<file path="src/core/ife_consts.svh">
/*
 Constants of the instruction field extractor: field bounds in
 msb-first bit numbering, register offsets, reset values and the
 bits of the execute register.
 Assumes inclusion by bare name; definitions only.
*/
`ifndef IFE_CONSTS_SVH
`define IFE_CONSTS_SVH

// ------------------------------------------------------------
// field bounds, bit 0 is the word's most significant bit
// ------------------------------------------------------------
`define IFE_PRIMARY_OPCODE_FIRST 0
`define IFE_PRIMARY_OPCODE_LAST 5
`define IFE_HI5_FIRST 6
`define IFE_HI5_LAST 10
`define IFE_COND_FIELD_DEST_FIRST 6
`define IFE_COND_FIELD_DEST_LAST 8
`define IFE_MID5_FIRST 11
`define IFE_MID5_LAST 15
`define IFE_COND_FIELD_SRC_FIRST 11
`define IFE_COND_FIELD_SRC_LAST 13
`define IFE_CRM_FIRST 12
`define IFE_CRM_LAST 19
`define IFE_LO5_FIRST 16
`define IFE_LO5_LAST 20
`define IFE_SPLIT_FIRST 11
`define IFE_SPLIT_LAST 20
`define IFE_HALF_FIRST 16
`define IFE_HALF_LAST 31
`define IFE_EE_POS 16
`define IFE_LI_FIRST 6
`define IFE_LI_LAST 29
`define IFE_MB_FIRST 21
`define IFE_MB_LAST 25
`define IFE_ME_FIRST 26
`define IFE_ME_LAST 30
`define IFE_OE_POS 21
`define IFE_XO10_FIRST 21
`define IFE_XO9_FIRST 22
`define IFE_XO_LAST 30
`define IFE_LK_POS 31
`define IFE_RC_POS 31
`define IFE_LI_SHIFT 2

// ------------------------------------------------------------
// register byte offsets on the apb bus
// ------------------------------------------------------------
`define IFE_OFF_INSTR 8'h00
`define IFE_OFF_CIA 8'h04
`define IFE_OFF_EXEC 8'h08
`define IFE_OFF_LINK 8'h0C
`define IFE_OFF_CR 8'h10
`define IFE_OFF_XER 8'h14
`define IFE_OFF_GPR 8'h18
`define IFE_OFF_CRSEL 8'h1C
`define IFE_OFF_SIGNED_IMMEDIATE 8'h20
`define IFE_OFF_UNSIGNED_IMMEDIATE 8'h24
`define IFE_OFF_DISP 8'h28
`define IFE_OFF_BRANCH 8'h2C
`define IFE_OFF_ROT 8'h30
`define IFE_OFF_SPLIT 8'h34
`define IFE_OFF_OPC 8'h38

// ------------------------------------------------------------
// reset values and execute register bits
// ------------------------------------------------------------
`define IFE_RST_WORD 32'h0000_0000
`define IFE_INSTR_STEP 32'h0000_0004
`define IFE_EXEC_OVF_BIT 0
`define IFE_EXEC_CR_LO 4
`define IFE_EXEC_CR_HI 7

`endif

</file>
<file path="src/core/ife_pkg.sv">
/*
 Types and the shared extraction function of the field extractor.
 Assumes the surrounding code numbers instruction bits msb first.
*/
package ife_pkg;

   // ---------------------------------------------------------
   // state of the apb side
   // ---------------------------------------------------------
   typedef struct packed {
      logic [31:0] instr;
      logic [31:0] cia;
      logic [31:0] link;
      logic [31:0] cr;
      logic ov;
      logic so;
      logic [31:0] rdata;
      logic err;
   } ife_state_t;

   // field first..last, msb-first numbering, right aligned
   function automatic logic [31:0] ife_get(input logic [31:0] w, input int first, input int last);
      logic [31:0] mask;
      mask = (32'h0000_0001 << (last - first + 1)) - 32'h0000_0001;
      ife_get = (w >> (31 - last)) & mask;
   endfunction

endpackage

</file>
<file path="src/core/ife_split_swap.sv">
/*
 Forms a register number from a ten-bit split field.
 Assumes the field arrives right aligned, first half in the top bits.
*/
`timescale 1ns/10ps
module ife_split_swap
   import ife_pkg::*;
(
   input wire logic [9:0] split_field,
   output logic [9:0] reg_number
);

   // swap the two five-bit halves
   assign reg_number = {split_field[4:0], split_field[9:5]};

endmodule

</file>
<file path="src/core/ife_sext.sv">
/*
 Sign-extends a signed field to 32 bits, optionally appending zeros.
 Assumes IN_W + SHIFT stays below 32.
*/
`timescale 1ns/10ps
module ife_sext
   import ife_pkg::*;
#(
   parameter int IN_W = 16,
   parameter int SHIFT = 0
)
(
   input wire logic [IN_W-1:0] field,
   output logic [31:0] value
);

   // ---------------------------------------------------------
   // extension
   // ---------------------------------------------------------
   generate
      if (SHIFT == 0)
      begin : g_plain
         assign value = {{(32 - IN_W){field[IN_W-1]}}, field};
      end
      else
      begin : g_shift
         assign value = {{(32 - IN_W - SHIFT){field[IN_W-1]}}, field, {SHIFT{1'b0}}};
      end
   endgenerate

endmodule

</file>
<file path="src/core/ife_top.sv">
/*
 Instruction field extractor with an apb register window.
 Software loads an instruction word and its address, reads the split
 fields back, and commits the word through the execute register,
 which updates link, condition and exception state.
 Assumes a single 50 MHz pclk and an apb master that keeps psel,
 paddr, pwrite and pwdata steady through the access phase.
*/
`timescale 1ns/10ps
`include "ife_consts.svh"

module ife_top
   import ife_pkg::*;
#(
   parameter int ADDR_W = 8
)
(
   input wire logic pclk,
   input wire logic presetn,
   input wire logic psel,
   input wire logic penable,
   input wire logic pwrite,
   input wire logic [ADDR_W-1:0] paddr,
   input wire logic [31:0] pwdata,
   output logic [31:0] prdata,
   output logic pready,
   output logic pslverr,
   output logic [5:0] primary_opcode,
   output logic [9:0] extended_opcode,
   output logic [8:0] extended_opcode_oe,
   output logic [4:0] first_gpr_operand,
   output logic [4:0] second_gpr_operand,
   output logic [4:0] gpr_target_field,
   output logic [4:0] gpr_store_source_field,
   output logic [4:0] cond_bit_src_b,
   output logic [4:0] cond_bit_dest,
   output logic [2:0] cond_field_dest,
   output logic [2:0] cond_field_src,
   output logic [7:0] cond_field_mask,
   output logic [31:0] load_store_disp,
   output logic [31:0] signed_immediate,
   output logic [31:0] unsigned_immediate,
   output logic [31:0] long_branch_offset,
   output logic [4:0] mask_start_field,
   output logic [4:0] mask_stop_field,
   output logic [4:0] string_byte_count,
   output logic [4:0] trap_condition_field,
   output logic [9:0] special_reg_number,
   output logic [9:0] device_ctl_reg_number,
   output logic [9:0] timebase_number,
   output logic external_interrupt_enable,
   output logic link_update_bit,
   output logic record_bit,
   output logic overflow_enable_bit,
   output logic [31:0] link_register,
   output logic [31:0] cond_register,
   output logic arith_excess_flag,
   output logic summary_overflow_flag
);

   ife_state_t state_reg;
   ife_state_t state_next;
   logic [31:0] w;
   logic [9:0] spr_split;
   logic [9:0] dcr_split;
   logic [9:0] tbr_split;
   logic [15:0] half_field;
   logic [23:0] li_field;
   logic setup_phase;
   logic wr_access;
   logic [ADDR_W-1:0] exec_addr;

   assign w = state_reg.instr;
   assign exec_addr = ADDR_W'(`IFE_OFF_EXEC);

   // ---------------------------------------------------------
   // plain field extraction, msb-first numbering
   // ---------------------------------------------------------
   assign primary_opcode = 6'(ife_get(w, `IFE_PRIMARY_OPCODE_FIRST, `IFE_PRIMARY_OPCODE_LAST));
   assign extended_opcode = 10'(ife_get(w, `IFE_XO10_FIRST, `IFE_XO_LAST));
   assign extended_opcode_oe = 9'(ife_get(w, `IFE_XO9_FIRST, `IFE_XO_LAST));
   assign first_gpr_operand = 5'(ife_get(w, `IFE_MID5_FIRST, `IFE_MID5_LAST));
   assign second_gpr_operand = 5'(ife_get(w, `IFE_LO5_FIRST, `IFE_LO5_LAST));
   assign gpr_target_field = 5'(ife_get(w, `IFE_HI5_FIRST, `IFE_HI5_LAST));
   assign gpr_store_source_field = 5'(ife_get(w, `IFE_HI5_FIRST, `IFE_HI5_LAST));
   assign cond_bit_src_b = 5'(ife_get(w, `IFE_LO5_FIRST, `IFE_LO5_LAST));
   assign cond_bit_dest = 5'(ife_get(w, `IFE_HI5_FIRST, `IFE_HI5_LAST));
   assign cond_field_dest = 3'(ife_get(w, `IFE_COND_FIELD_DEST_FIRST, `IFE_COND_FIELD_DEST_LAST));
   assign cond_field_src = 3'(ife_get(w, `IFE_COND_FIELD_SRC_FIRST, `IFE_COND_FIELD_SRC_LAST));
   assign cond_field_mask = 8'(ife_get(w, `IFE_CRM_FIRST, `IFE_CRM_LAST));
   assign mask_start_field = 5'(ife_get(w, `IFE_MB_FIRST, `IFE_MB_LAST));
   assign mask_stop_field = 5'(ife_get(w, `IFE_ME_FIRST, `IFE_ME_LAST));
   assign string_byte_count = 5'(ife_get(w, `IFE_LO5_FIRST, `IFE_LO5_LAST));
   assign trap_condition_field = 5'(ife_get(w, `IFE_HI5_FIRST, `IFE_HI5_LAST));
   assign external_interrupt_enable = w[31 - `IFE_EE_POS];
   assign link_update_bit = w[31 - `IFE_LK_POS];
   assign record_bit = w[31 - `IFE_RC_POS];
   assign overflow_enable_bit = w[31 - `IFE_OE_POS];

   // ---------------------------------------------------------
   // immediates and displacements
   // ---------------------------------------------------------
   assign half_field = 16'(ife_get(w, `IFE_HALF_FIRST, `IFE_HALF_LAST));
   assign li_field = 24'(ife_get(w, `IFE_LI_FIRST, `IFE_LI_LAST));
   assign unsigned_immediate = {16'h0000, half_field};

   ife_sext #(.IN_W(16), .SHIFT(0)) u_disp_ext
   (
      .field(half_field),
      .value(load_store_disp)
   );

   ife_sext #(.IN_W(16), .SHIFT(0)) u_signed_immediate_ext
   (
      .field(half_field),
      .value(signed_immediate)
   );

   ife_sext #(.IN_W(24), .SHIFT(`IFE_LI_SHIFT)) u_li_ext
   (
      .field(li_field),
      .value(long_branch_offset)
   );

   // ---------------------------------------------------------
   // split register numbers
   // ---------------------------------------------------------
   assign spr_split = 10'(ife_get(w, `IFE_SPLIT_FIRST, `IFE_SPLIT_LAST));
   assign dcr_split = 10'(ife_get(w, `IFE_SPLIT_FIRST, `IFE_SPLIT_LAST));
   assign tbr_split = 10'(ife_get(w, `IFE_SPLIT_FIRST, `IFE_SPLIT_LAST));

   ife_split_swap u_spr_swap
   (
      .split_field(spr_split),
      .reg_number(special_reg_number)
   );

   ife_split_swap u_dcr_swap
   (
      .split_field(dcr_split),
      .reg_number(device_ctl_reg_number)
   );

   ife_split_swap u_tbr_swap
   (
      .split_field(tbr_split),
      .reg_number(timebase_number)
   );

   // ---------------------------------------------------------
   // apb handshake and state outputs
   // ---------------------------------------------------------
   assign setup_phase = psel && !penable;
   assign wr_access = psel && penable && pwrite;
   assign pready = 1'b1;
   assign pslverr = psel && penable && state_reg.err;
   assign prdata = state_reg.rdata;
   assign link_register = state_reg.link;
   assign cond_register = state_reg.cr;
   assign arith_excess_flag = state_reg.ov;
   assign summary_overflow_flag = state_reg.so;

   // next state: register writes, execute commit, read capture
   always_comb
   begin
      state_next = state_reg;
      if (wr_access)
      begin
         case (paddr)
            ADDR_W'(`IFE_OFF_INSTR): state_next.instr = pwdata;
            ADDR_W'(`IFE_OFF_CIA): state_next.cia = pwdata;
            ADDR_W'(`IFE_OFF_EXEC):
            begin
               state_next.cia = state_reg.cia + `IFE_INSTR_STEP;
               if (link_update_bit)
               begin
                  state_next.link = state_reg.cia + `IFE_INSTR_STEP;
               end
               if (record_bit)
               begin
                  state_next.cr[31:28] = pwdata[`IFE_EXEC_CR_HI:`IFE_EXEC_CR_LO];
               end
               if (overflow_enable_bit)
               begin
                  state_next.ov = pwdata[`IFE_EXEC_OVF_BIT];
                  state_next.so = state_reg.so | pwdata[`IFE_EXEC_OVF_BIT];
               end
            end
            default: state_next.instr = state_reg.instr;
         endcase
      end
      if (setup_phase)
      begin
         state_next.err = 1'b0;
         case (paddr)
            ADDR_W'(`IFE_OFF_INSTR): state_next.rdata = state_reg.instr;
            ADDR_W'(`IFE_OFF_CIA): state_next.rdata = state_reg.cia;
            ADDR_W'(`IFE_OFF_EXEC): state_next.rdata = `IFE_RST_WORD;
            ADDR_W'(`IFE_OFF_LINK): state_next.rdata = state_reg.link;
            ADDR_W'(`IFE_OFF_CR): state_next.rdata = state_reg.cr;
            ADDR_W'(`IFE_OFF_XER): state_next.rdata = {state_reg.so, state_reg.ov, 30'h0000_0000};
            ADDR_W'(`IFE_OFF_GPR): state_next.rdata = {17'h0_0000, first_gpr_operand, second_gpr_operand,
                                                       gpr_target_field};
            ADDR_W'(`IFE_OFF_CRSEL): state_next.rdata = {8'h00, cond_bit_src_b, cond_bit_dest, cond_field_dest,
                                                         cond_field_src, cond_field_mask};
            ADDR_W'(`IFE_OFF_SIGNED_IMMEDIATE): state_next.rdata = signed_immediate;
            ADDR_W'(`IFE_OFF_UNSIGNED_IMMEDIATE): state_next.rdata = unsigned_immediate;
            ADDR_W'(`IFE_OFF_DISP): state_next.rdata = load_store_disp;
            ADDR_W'(`IFE_OFF_BRANCH): state_next.rdata = long_branch_offset;
            ADDR_W'(`IFE_OFF_ROT): state_next.rdata = {12'h000, mask_start_field, mask_stop_field,
                                                       string_byte_count, trap_condition_field};
            ADDR_W'(`IFE_OFF_SPLIT): state_next.rdata = {2'b00, special_reg_number, device_ctl_reg_number,
                                                         timebase_number};
            ADDR_W'(`IFE_OFF_OPC): state_next.rdata = {4'h0, external_interrupt_enable, link_update_bit,
                                                       overflow_enable_bit, primary_opcode, extended_opcode,
                                                       extended_opcode_oe};
            default:
            begin
               state_next.rdata = `IFE_RST_WORD;
               state_next.err = 1'b1;
            end
         endcase
      end
   end

   // state register
   always_ff @(posedge pclk or negedge presetn)
   begin
      if (!presetn)
      begin
         state_reg <= '0;
      end
      else
      begin
         state_reg <= state_next;
      end
   end
endmodule

</file>
<file path="config.mk">
export PLATFORM = sky130hd
export DESIGN_NAME = ife_top
export DESIGN_NICKNAME = d
export VERILOG_FILES = /design/src/core/ife_pkg.sv /design/src/core/ife_split_swap.sv /design/src/core/ife_sext.sv /design/src/core/ife_top.sv
export VERILOG_INCLUDE_DIRS = /design/src /design/src/core
export SDC_FILE = /design/constraint.sdc
export NUM_CORES = 1
export LEC_CHECK = 0
export BUFFER_PORTS_ARGS = -buffer_cell sky130_fd_sc_hd__buf_2
export CAP_MARGIN = 20
export CORE_ASPECT_RATIO = 1.2
export CORE_MARGIN = 1
export CORE_UTILIZATION = 44
export CTS_CLUSTER_SIZE = 28
export DETAILED_ROUTE_END_ITERATION = 16
export HOLD_SLACK_MARGIN = 0.08
export PLACE_DENSITY = 0.79
export SYNTH_ARGS = -nofsm -noshare
export SYNTH_HDL_FRONTEND = slang
export SYNTH_HIERARCHICAL = 1
export SYNTH_SLANG_ARGS = --single-unit
</file>
<file path="constraint.sdc">
create_clock -name pclk -period 3.1 [get_ports pclk]
set_clock_uncertainty 0.1 [all_clocks]
set_input_delay 0.31 -clock pclk [delete_from_list [all_inputs] [get_ports pclk]]
set_output_delay 0.31 -clock pclk [all_outputs]
set_load 0.01 [all_outputs]
</file>
After elaboration in Yosys (flattened, before gate mapping)
Index checks and enable logic that the tools add are counted.
{"block": "word_totals", "ff_bits": 135, "wordCells": 40}
{"block": "op_classes", "addsub": 1, "eq_ne": 14, "mux": 3, "bitwise": 1, "reduce_logical": 13}
{"cell": "case mux 32 bit (13 select lines)", "n": 1}
{"cell": "case mux 32 bit (2 select lines)", "n": 1}
{"cell": "equality test 8 x 6 -> 1 bit (second input constant)", "n": 7}
{"cell": "adder 32 x 3 -> 32 bit (second input constant)", "n": 1}
{"cell": "equality test 8 x 5 -> 1 bit (second input constant)", "n": 4}
{"cell": "equality test 8 x 4 -> 1 bit (second input constant)", "n": 2}
{"cell": "OR reduction 15 bit", "n": 1}
{"cell": "equality test 8 x 3 -> 1 bit (second input constant)", "n": 1}
{"cell": "zero test 8 bit", "n": 1}
{"cell": "AND reduction 3 bit", "n": 2}
{"cell": "logical AND 1 bit", "n": 4}
{"cell": "AND reduction 2 bit", "n": 2}
{"cell": "nonzero test 2 bit", "n": 1}
{"cell": "OR reduction 2 bit", "n": 1}
{"cell": "zero test 1 bit", "n": 1}
{"cell": "two-way mux 1 bit", "n": 1}
{"cell": "bitwise OR 1 bit", "n": 1}

Longest topological paths before layout
{"block": "logic_depth", "depth_word": 3, "ltp_mapped": 9, "mapped_depth_nobuf": 6}

Modules after synthesis
Netlist, hierarchy kept.
{"mod": "ife_top", "n_inst": 1, "cells_per_inst": 1204, "area_per_inst_um2": 10573.9, "seq_area_each_um2": 3378.2}
{"mod": "ife_sext (u_disp_ext ...)", "n_inst": 2, "cells_per_inst": 32, "area_per_inst_um2": 240.2, "seq_area_each_um2": 0.0}
{"mod": "ife_sext (u_li_ext)", "n_inst": 1, "cells_per_inst": 33, "area_per_inst_um2": 244.0, "seq_area_each_um2": 0.0}
{"mod": "ife_split_swap", "n_inst": 3, "cells_per_inst": 10, "area_per_inst_um2": 75.1, "seq_area_each_um2": 0.0}

Least setup slack after synthesis
Ideal clock, no wire load.
{"block": "synth_timing", "kind": "register to register", "start": "reg state_reg (netlist bit w[15])", "end": "reg state_reg (netlist bit prdata[16])", "arrival_time_ps": 1977, "required_time_ps": 2874, "path_slack_ps": 897, "path_stages_with_launch": 6, "cell_sequence": "dfrtp_1 -> buf_4 -> mux2_2 -> a32oi_1 -> o211ai_1 -> o32a_1"}
{"block": "synth_between", "elab_chain_len": 1}
{"element": "start: declaration", "line": "ife_top.sv:61", "text": "ife_state_t state_reg;"}
{"element": "start signal: assignment", "line": "ife_top.sv:235", "text": "state_reg <= state_next;"}
{"element": "case mux 32 bit (13 select lines)", "line": "ife_top.sv:195", "text": "case (paddr)"}
No other way between the ends.
A chain may end at the register's enable or synchronous reset.

Worst setup path after layout
{"block": "layout_timing", "start": "in paddr[5]", "end": "reg state_reg (netlist bit prdata[2])"}
{"block": "layout_between", "elab_chain_len": 3, "elab_cells_between_ends": 16, "classes_between": "13 x eq/ne; 1 x mux; 2 x reduce/logical"}
{"element": "start: declaration", "line": "ife_top.sv:23", "text": "input wire logic [ADDR_W-1:0] paddr,"}
{"element": "equality test 8 x 6 -> 1 bit", "line": "ife_top.sv:195"}
{"element": "OR reduction 2 bit (no source line)"}
{"element": "case mux 32 bit (13 select lines) (*)", "line": "ife_top.sv:195"}
Mark *: on every way between the ends. The rest lies on a longest branch, timed or not.

==> reports/qor.txt <==
RUN STATUS
----------------------------------------------------------------------------------
Run status                                                            finished clean

FINISH
----------------------------------------------------------------------------------
Max reg flops                                                                   33
Antenna cells                                                                    0
Share of final-layout standard cells stronger than drive strength 1          0.369
Area growth from synthesis to final layout                                   6.74%
Post-layout net count                                                         1457

ROUTE
----------------------------------------------------------------------------------
Routed via count divided by cell count                                        6.23
Wire length per cell after detailed routing                                26.9 um
Final WL                                                                  47100 um
Via Count                                                                    10900
Initial drt markers                                                           1795
DRC violations left                                                              0
Number of detailed-route iterations in the first pass                            9
DRT antenna net count                                                            0

CLOCKING
----------------------------------------------------------------------------------
CTS sink cnt                                                                   135
Cell at the root of the clock tree                                    sky130_fd_sc_hd__clkbuf_16
CTS tree                                                                       yes
Resized Gates After CTS                                                          0
Clock latency on the worst-skew pair                                       0.45 ns
Post-CTS Setup Bufs                                                              0
H-tree lvl count                                                                 4
Max Buffers Root-to-Sink                                                         2
Clock slew at reported path FFs                                            0.06 ns
CTS buffer count                                                                17

TIMING
----------------------------------------------------------------------------------
RSZ-0062 raised after global routing                                         false
Aggregate negative setup slack                                                0 ns
Transition time at the pin with the least slew margin                      1.05 ns
Tmin final                                                                 2.46 ns
Final worst path period share                                                0.795
Tightest slew margin relative to the limit                                   0.301
Count of pins over their slew limit                                              0
Hold violation count in the final report                                         0
Max Clock Freq                                                             406 MHz
Final number of setup-violating endpoints                                        0

YOSYS
----------------------------------------------------------------------------------
Most numerous cell types in the synthesized netlist                   349 x sky130_fd_sc_hd__buf_4, 135 x sky130_fd_sc_hd__dfrtp_1, 134 x sky130_fd_sc_hd__nand2_1
Post-synthesis share of cell area spent on xor and xnor gates               0.0220
#FFs+latches synth                                                             135
Primary flip-flop cell chosen by synthesis mapping                    sky130_fd_sc_hd__dfrtp_1
Most frequent cell after synthesis                                    sky130_fd_sc_hd__buf_4
Cell variety after synth                                                        79
Post-synth ARST share                                                         1.00
Area of the mapped netlist                                               11500 um2
Synthesized instance count                                                    1331
Number of enable flip-flop cells after synthesis                                 0
Sequential cell area fraction in the yosys report                            0.293
Adder and majority cell fraction of the synthesized area                   0.00109
Compound-Gate Fraction of Synth Area                                         0.186
Top cell type by total area after synthesis                           sky130_fd_sc_hd__dfrtp_1
Number of warnings reported in the yosys synthesis log                           6
Synth Area in Simple Gates                                                   0.155
Multiplexer area fraction after synthesis                                   0.0809
Share of Yosys cell area claimed by the top area cell type                   0.293
Dominant combinational cell family by area after synthesis            buffers and inverters
Most area-consuming cells after synthesis                             sky130_fd_sc_hd__dfrtp_1 29%, sky130_fd_sc_hd__buf_4 23%, sky130_fd_sc_hd__mux2_2 5.0%
Syn_area_per_cell                                                         8.66 um2

WORST SETUP PATH
----------------------------------------------------------------------------------
Launch point of the worst reg-to-reg path                             state_reg[101]$_DFFE_PN0P_
Worst setup path start                                                    paddr[5]
Category of the worst setup path launch point                           input port
Type of element capturing the critical path                               register
Most frequent CP cell                                                 sky130_fd_sc_hd__buf_4
Data arrival, critical path                                                2.65 ns
Critical Path RT                                                           3.29 ns
CP Cell Sequence                                                      buf_2, buf_4, nor2_1, buf_4, a221oi_1, a311oi_1, nor3_1, o21ai_0
CP max stage delay                                                         0.73 ns
CP max FO                                                                       22
Critical Setup Path Class                                                in -> reg
Slowest stage cell on the critical path                               sky130_fd_sc_hd__nor3_1

POWER
----------------------------------------------------------------------------------
Largest vdd supply drop                                                 0.000385 V
Pwr Total                                                                  4580 uW
Leakage                                                                 0.00614 uW
Power per standard cell area                                            372 nW/um2

FLOORPLAN
----------------------------------------------------------------------------------
Die X                                                                       150 um
Area inside the core boundary                                            25600 um2
Floorplan die height                                                        179 um
Area of the die                                                          26800 um2
Initial Util                                                                 0.450
Count of boundary I/O pins                                                     396
FP Rows                                                                         64

GLOBAL ROUTE
----------------------------------------------------------------------------------
Maximum number of pins on one net before global-route repair                    70
Antenna violations before repair                                                 0
Via count of the first global-routing pass                                    9777
Total gr overflow                                                                0
Wire length of the first global-routing pass                              66900 um
Total GRT Usage                                                              0.349

MIN PATH
----------------------------------------------------------------------------------
Path type of the worst min-delay path                                    in -> reg
Hold path startpoint                                                     pwdata[4]

PLACE
----------------------------------------------------------------------------------
Estimated wirelength of the detail-placed design                          33600 um
Routability congestion estimate                                               1.07
IO buf count                                                                   348

FLOW RUN
----------------------------------------------------------------------------------
Max-capacitance violation count                                                  0

## cells in the final DEF, fill, tap and decap left out, types with 16 or more instances in the layout
master	instances
sky130_fd_sc_hd__conb_1	47
sky130_fd_sc_hd__mux2_2	51
sky130_fd_sc_hd__nor2_1	56
sky130_fd_sc_hd__nand3_1	29
sky130_fd_sc_hd__a22o_1	26
sky130_fd_sc_hd__buf_2	347
sky130_fd_sc_hd__clkbuf_16	17
sky130_fd_sc_hd__nand2_1	134
sky130_fd_sc_hd__a22oi_1	41
sky130_fd_sc_hd__nor3_1	23
sky130_fd_sc_hd__xor2_1	16
sky130_fd_sc_hd__dfrtp_1	134
sky130_fd_sc_hd__mux2i_1	29
sky130_fd_sc_hd__a21oi_1	56
sky130_fd_sc_hd__dlygate4sd3_1	31
sky130_fd_sc_hd__o22ai_1	18
sky130_fd_sc_hd__o21ai_0	71
sky130_fd_sc_hd__buf_4	59
## path summary, 6_finish.rpt
| path | slack, ns | endpoint | cells past startpoint |
|---|---|---|---|
| worst max-delay path | 0.64 | prdata[2]$_DFFE_PN0P_ | 8 |
| worst max register to register | 0.67 | state_reg[123]$_DFFE_PN0P_ | 6 |
| worst min-delay path | 0.11 | w[4]$_DFFE_PN0P_ | 2 |
| max in group asynchronous | 1.87 | prdata[4]$_DFFE_PN0P_ | 3 |
| min in group asynchronous | 0.23 | state_reg[103]$_DFFE_PN0P_ | 2 |
| worst min register to register | 0.37 | prdata[20]$_DFFE_PN0P_ | 2 |
## final cells by class
cell class,instances,area [um2]
tap,330,413
clock buffer,22,464
sequential,135,3380
inverter,6,22.5
fill,2497,13300
multi-input combinational,809,5320
timing repair buffer,442,2580
clock inverter,9,125
## timing repair
action	CTS	global route
hold buffers	31	0
hold endpoints to repair	70	0
setup endpoints to repair	0	0
## where the power goes
group	total (uW)	internal [uW]	switching [uW]
Sequential	1910	1810	98.4
Combinational	555	208	348
Clock	2110	1300	815
Total	4580	3320	1260
## metal layers
metal / vias to the layer above / routed length [um] / GRT usage
met1: 5238 / 16900 / 0.433
met3: 218 / 5710 / 0.0845
met5: - / 0 / 0
met4: 0 / 3280 / 0.224
met2: 946 / 21300 / 0.540
li1: 4524 / - / -
## cells by family after synthesis
kind of cell,after synthesis
xor gates and xnor gates,29
DFF,135
buffers and inverters,431
and+or+nand+nor,335
other,3
AOI/OAI and AO/OA,313
adders and majority gates,1
muxes,84
## through the flow
step	hold WS (ns)	utilization	setup slack (ns)	area, um2	std cells
after detailed placement	0.133	0.445	0.456	11400	1691
after floorplan	-0.0856	-	0.897	11700	1375
after CTS	0.104	0.480	0.720	12300	1753
final	0.114	0.480	0.637	12300	1753
after global routing	0.103	0.480	0.420	12300	1753
after global placement	0.134	0.445	0.494	11400	1691
## worst max-delay path: cells and delay by family
| family | cells | cell delay (ns) |
|---|---|---|
| buffers and inverters | 3 | 0.99 |
| and+or+nand+nor | 2 | 0.84 |
| AOI/OAI and AO/OA | 3 | 0.51 |
Power figures use the tool's default switching activity.
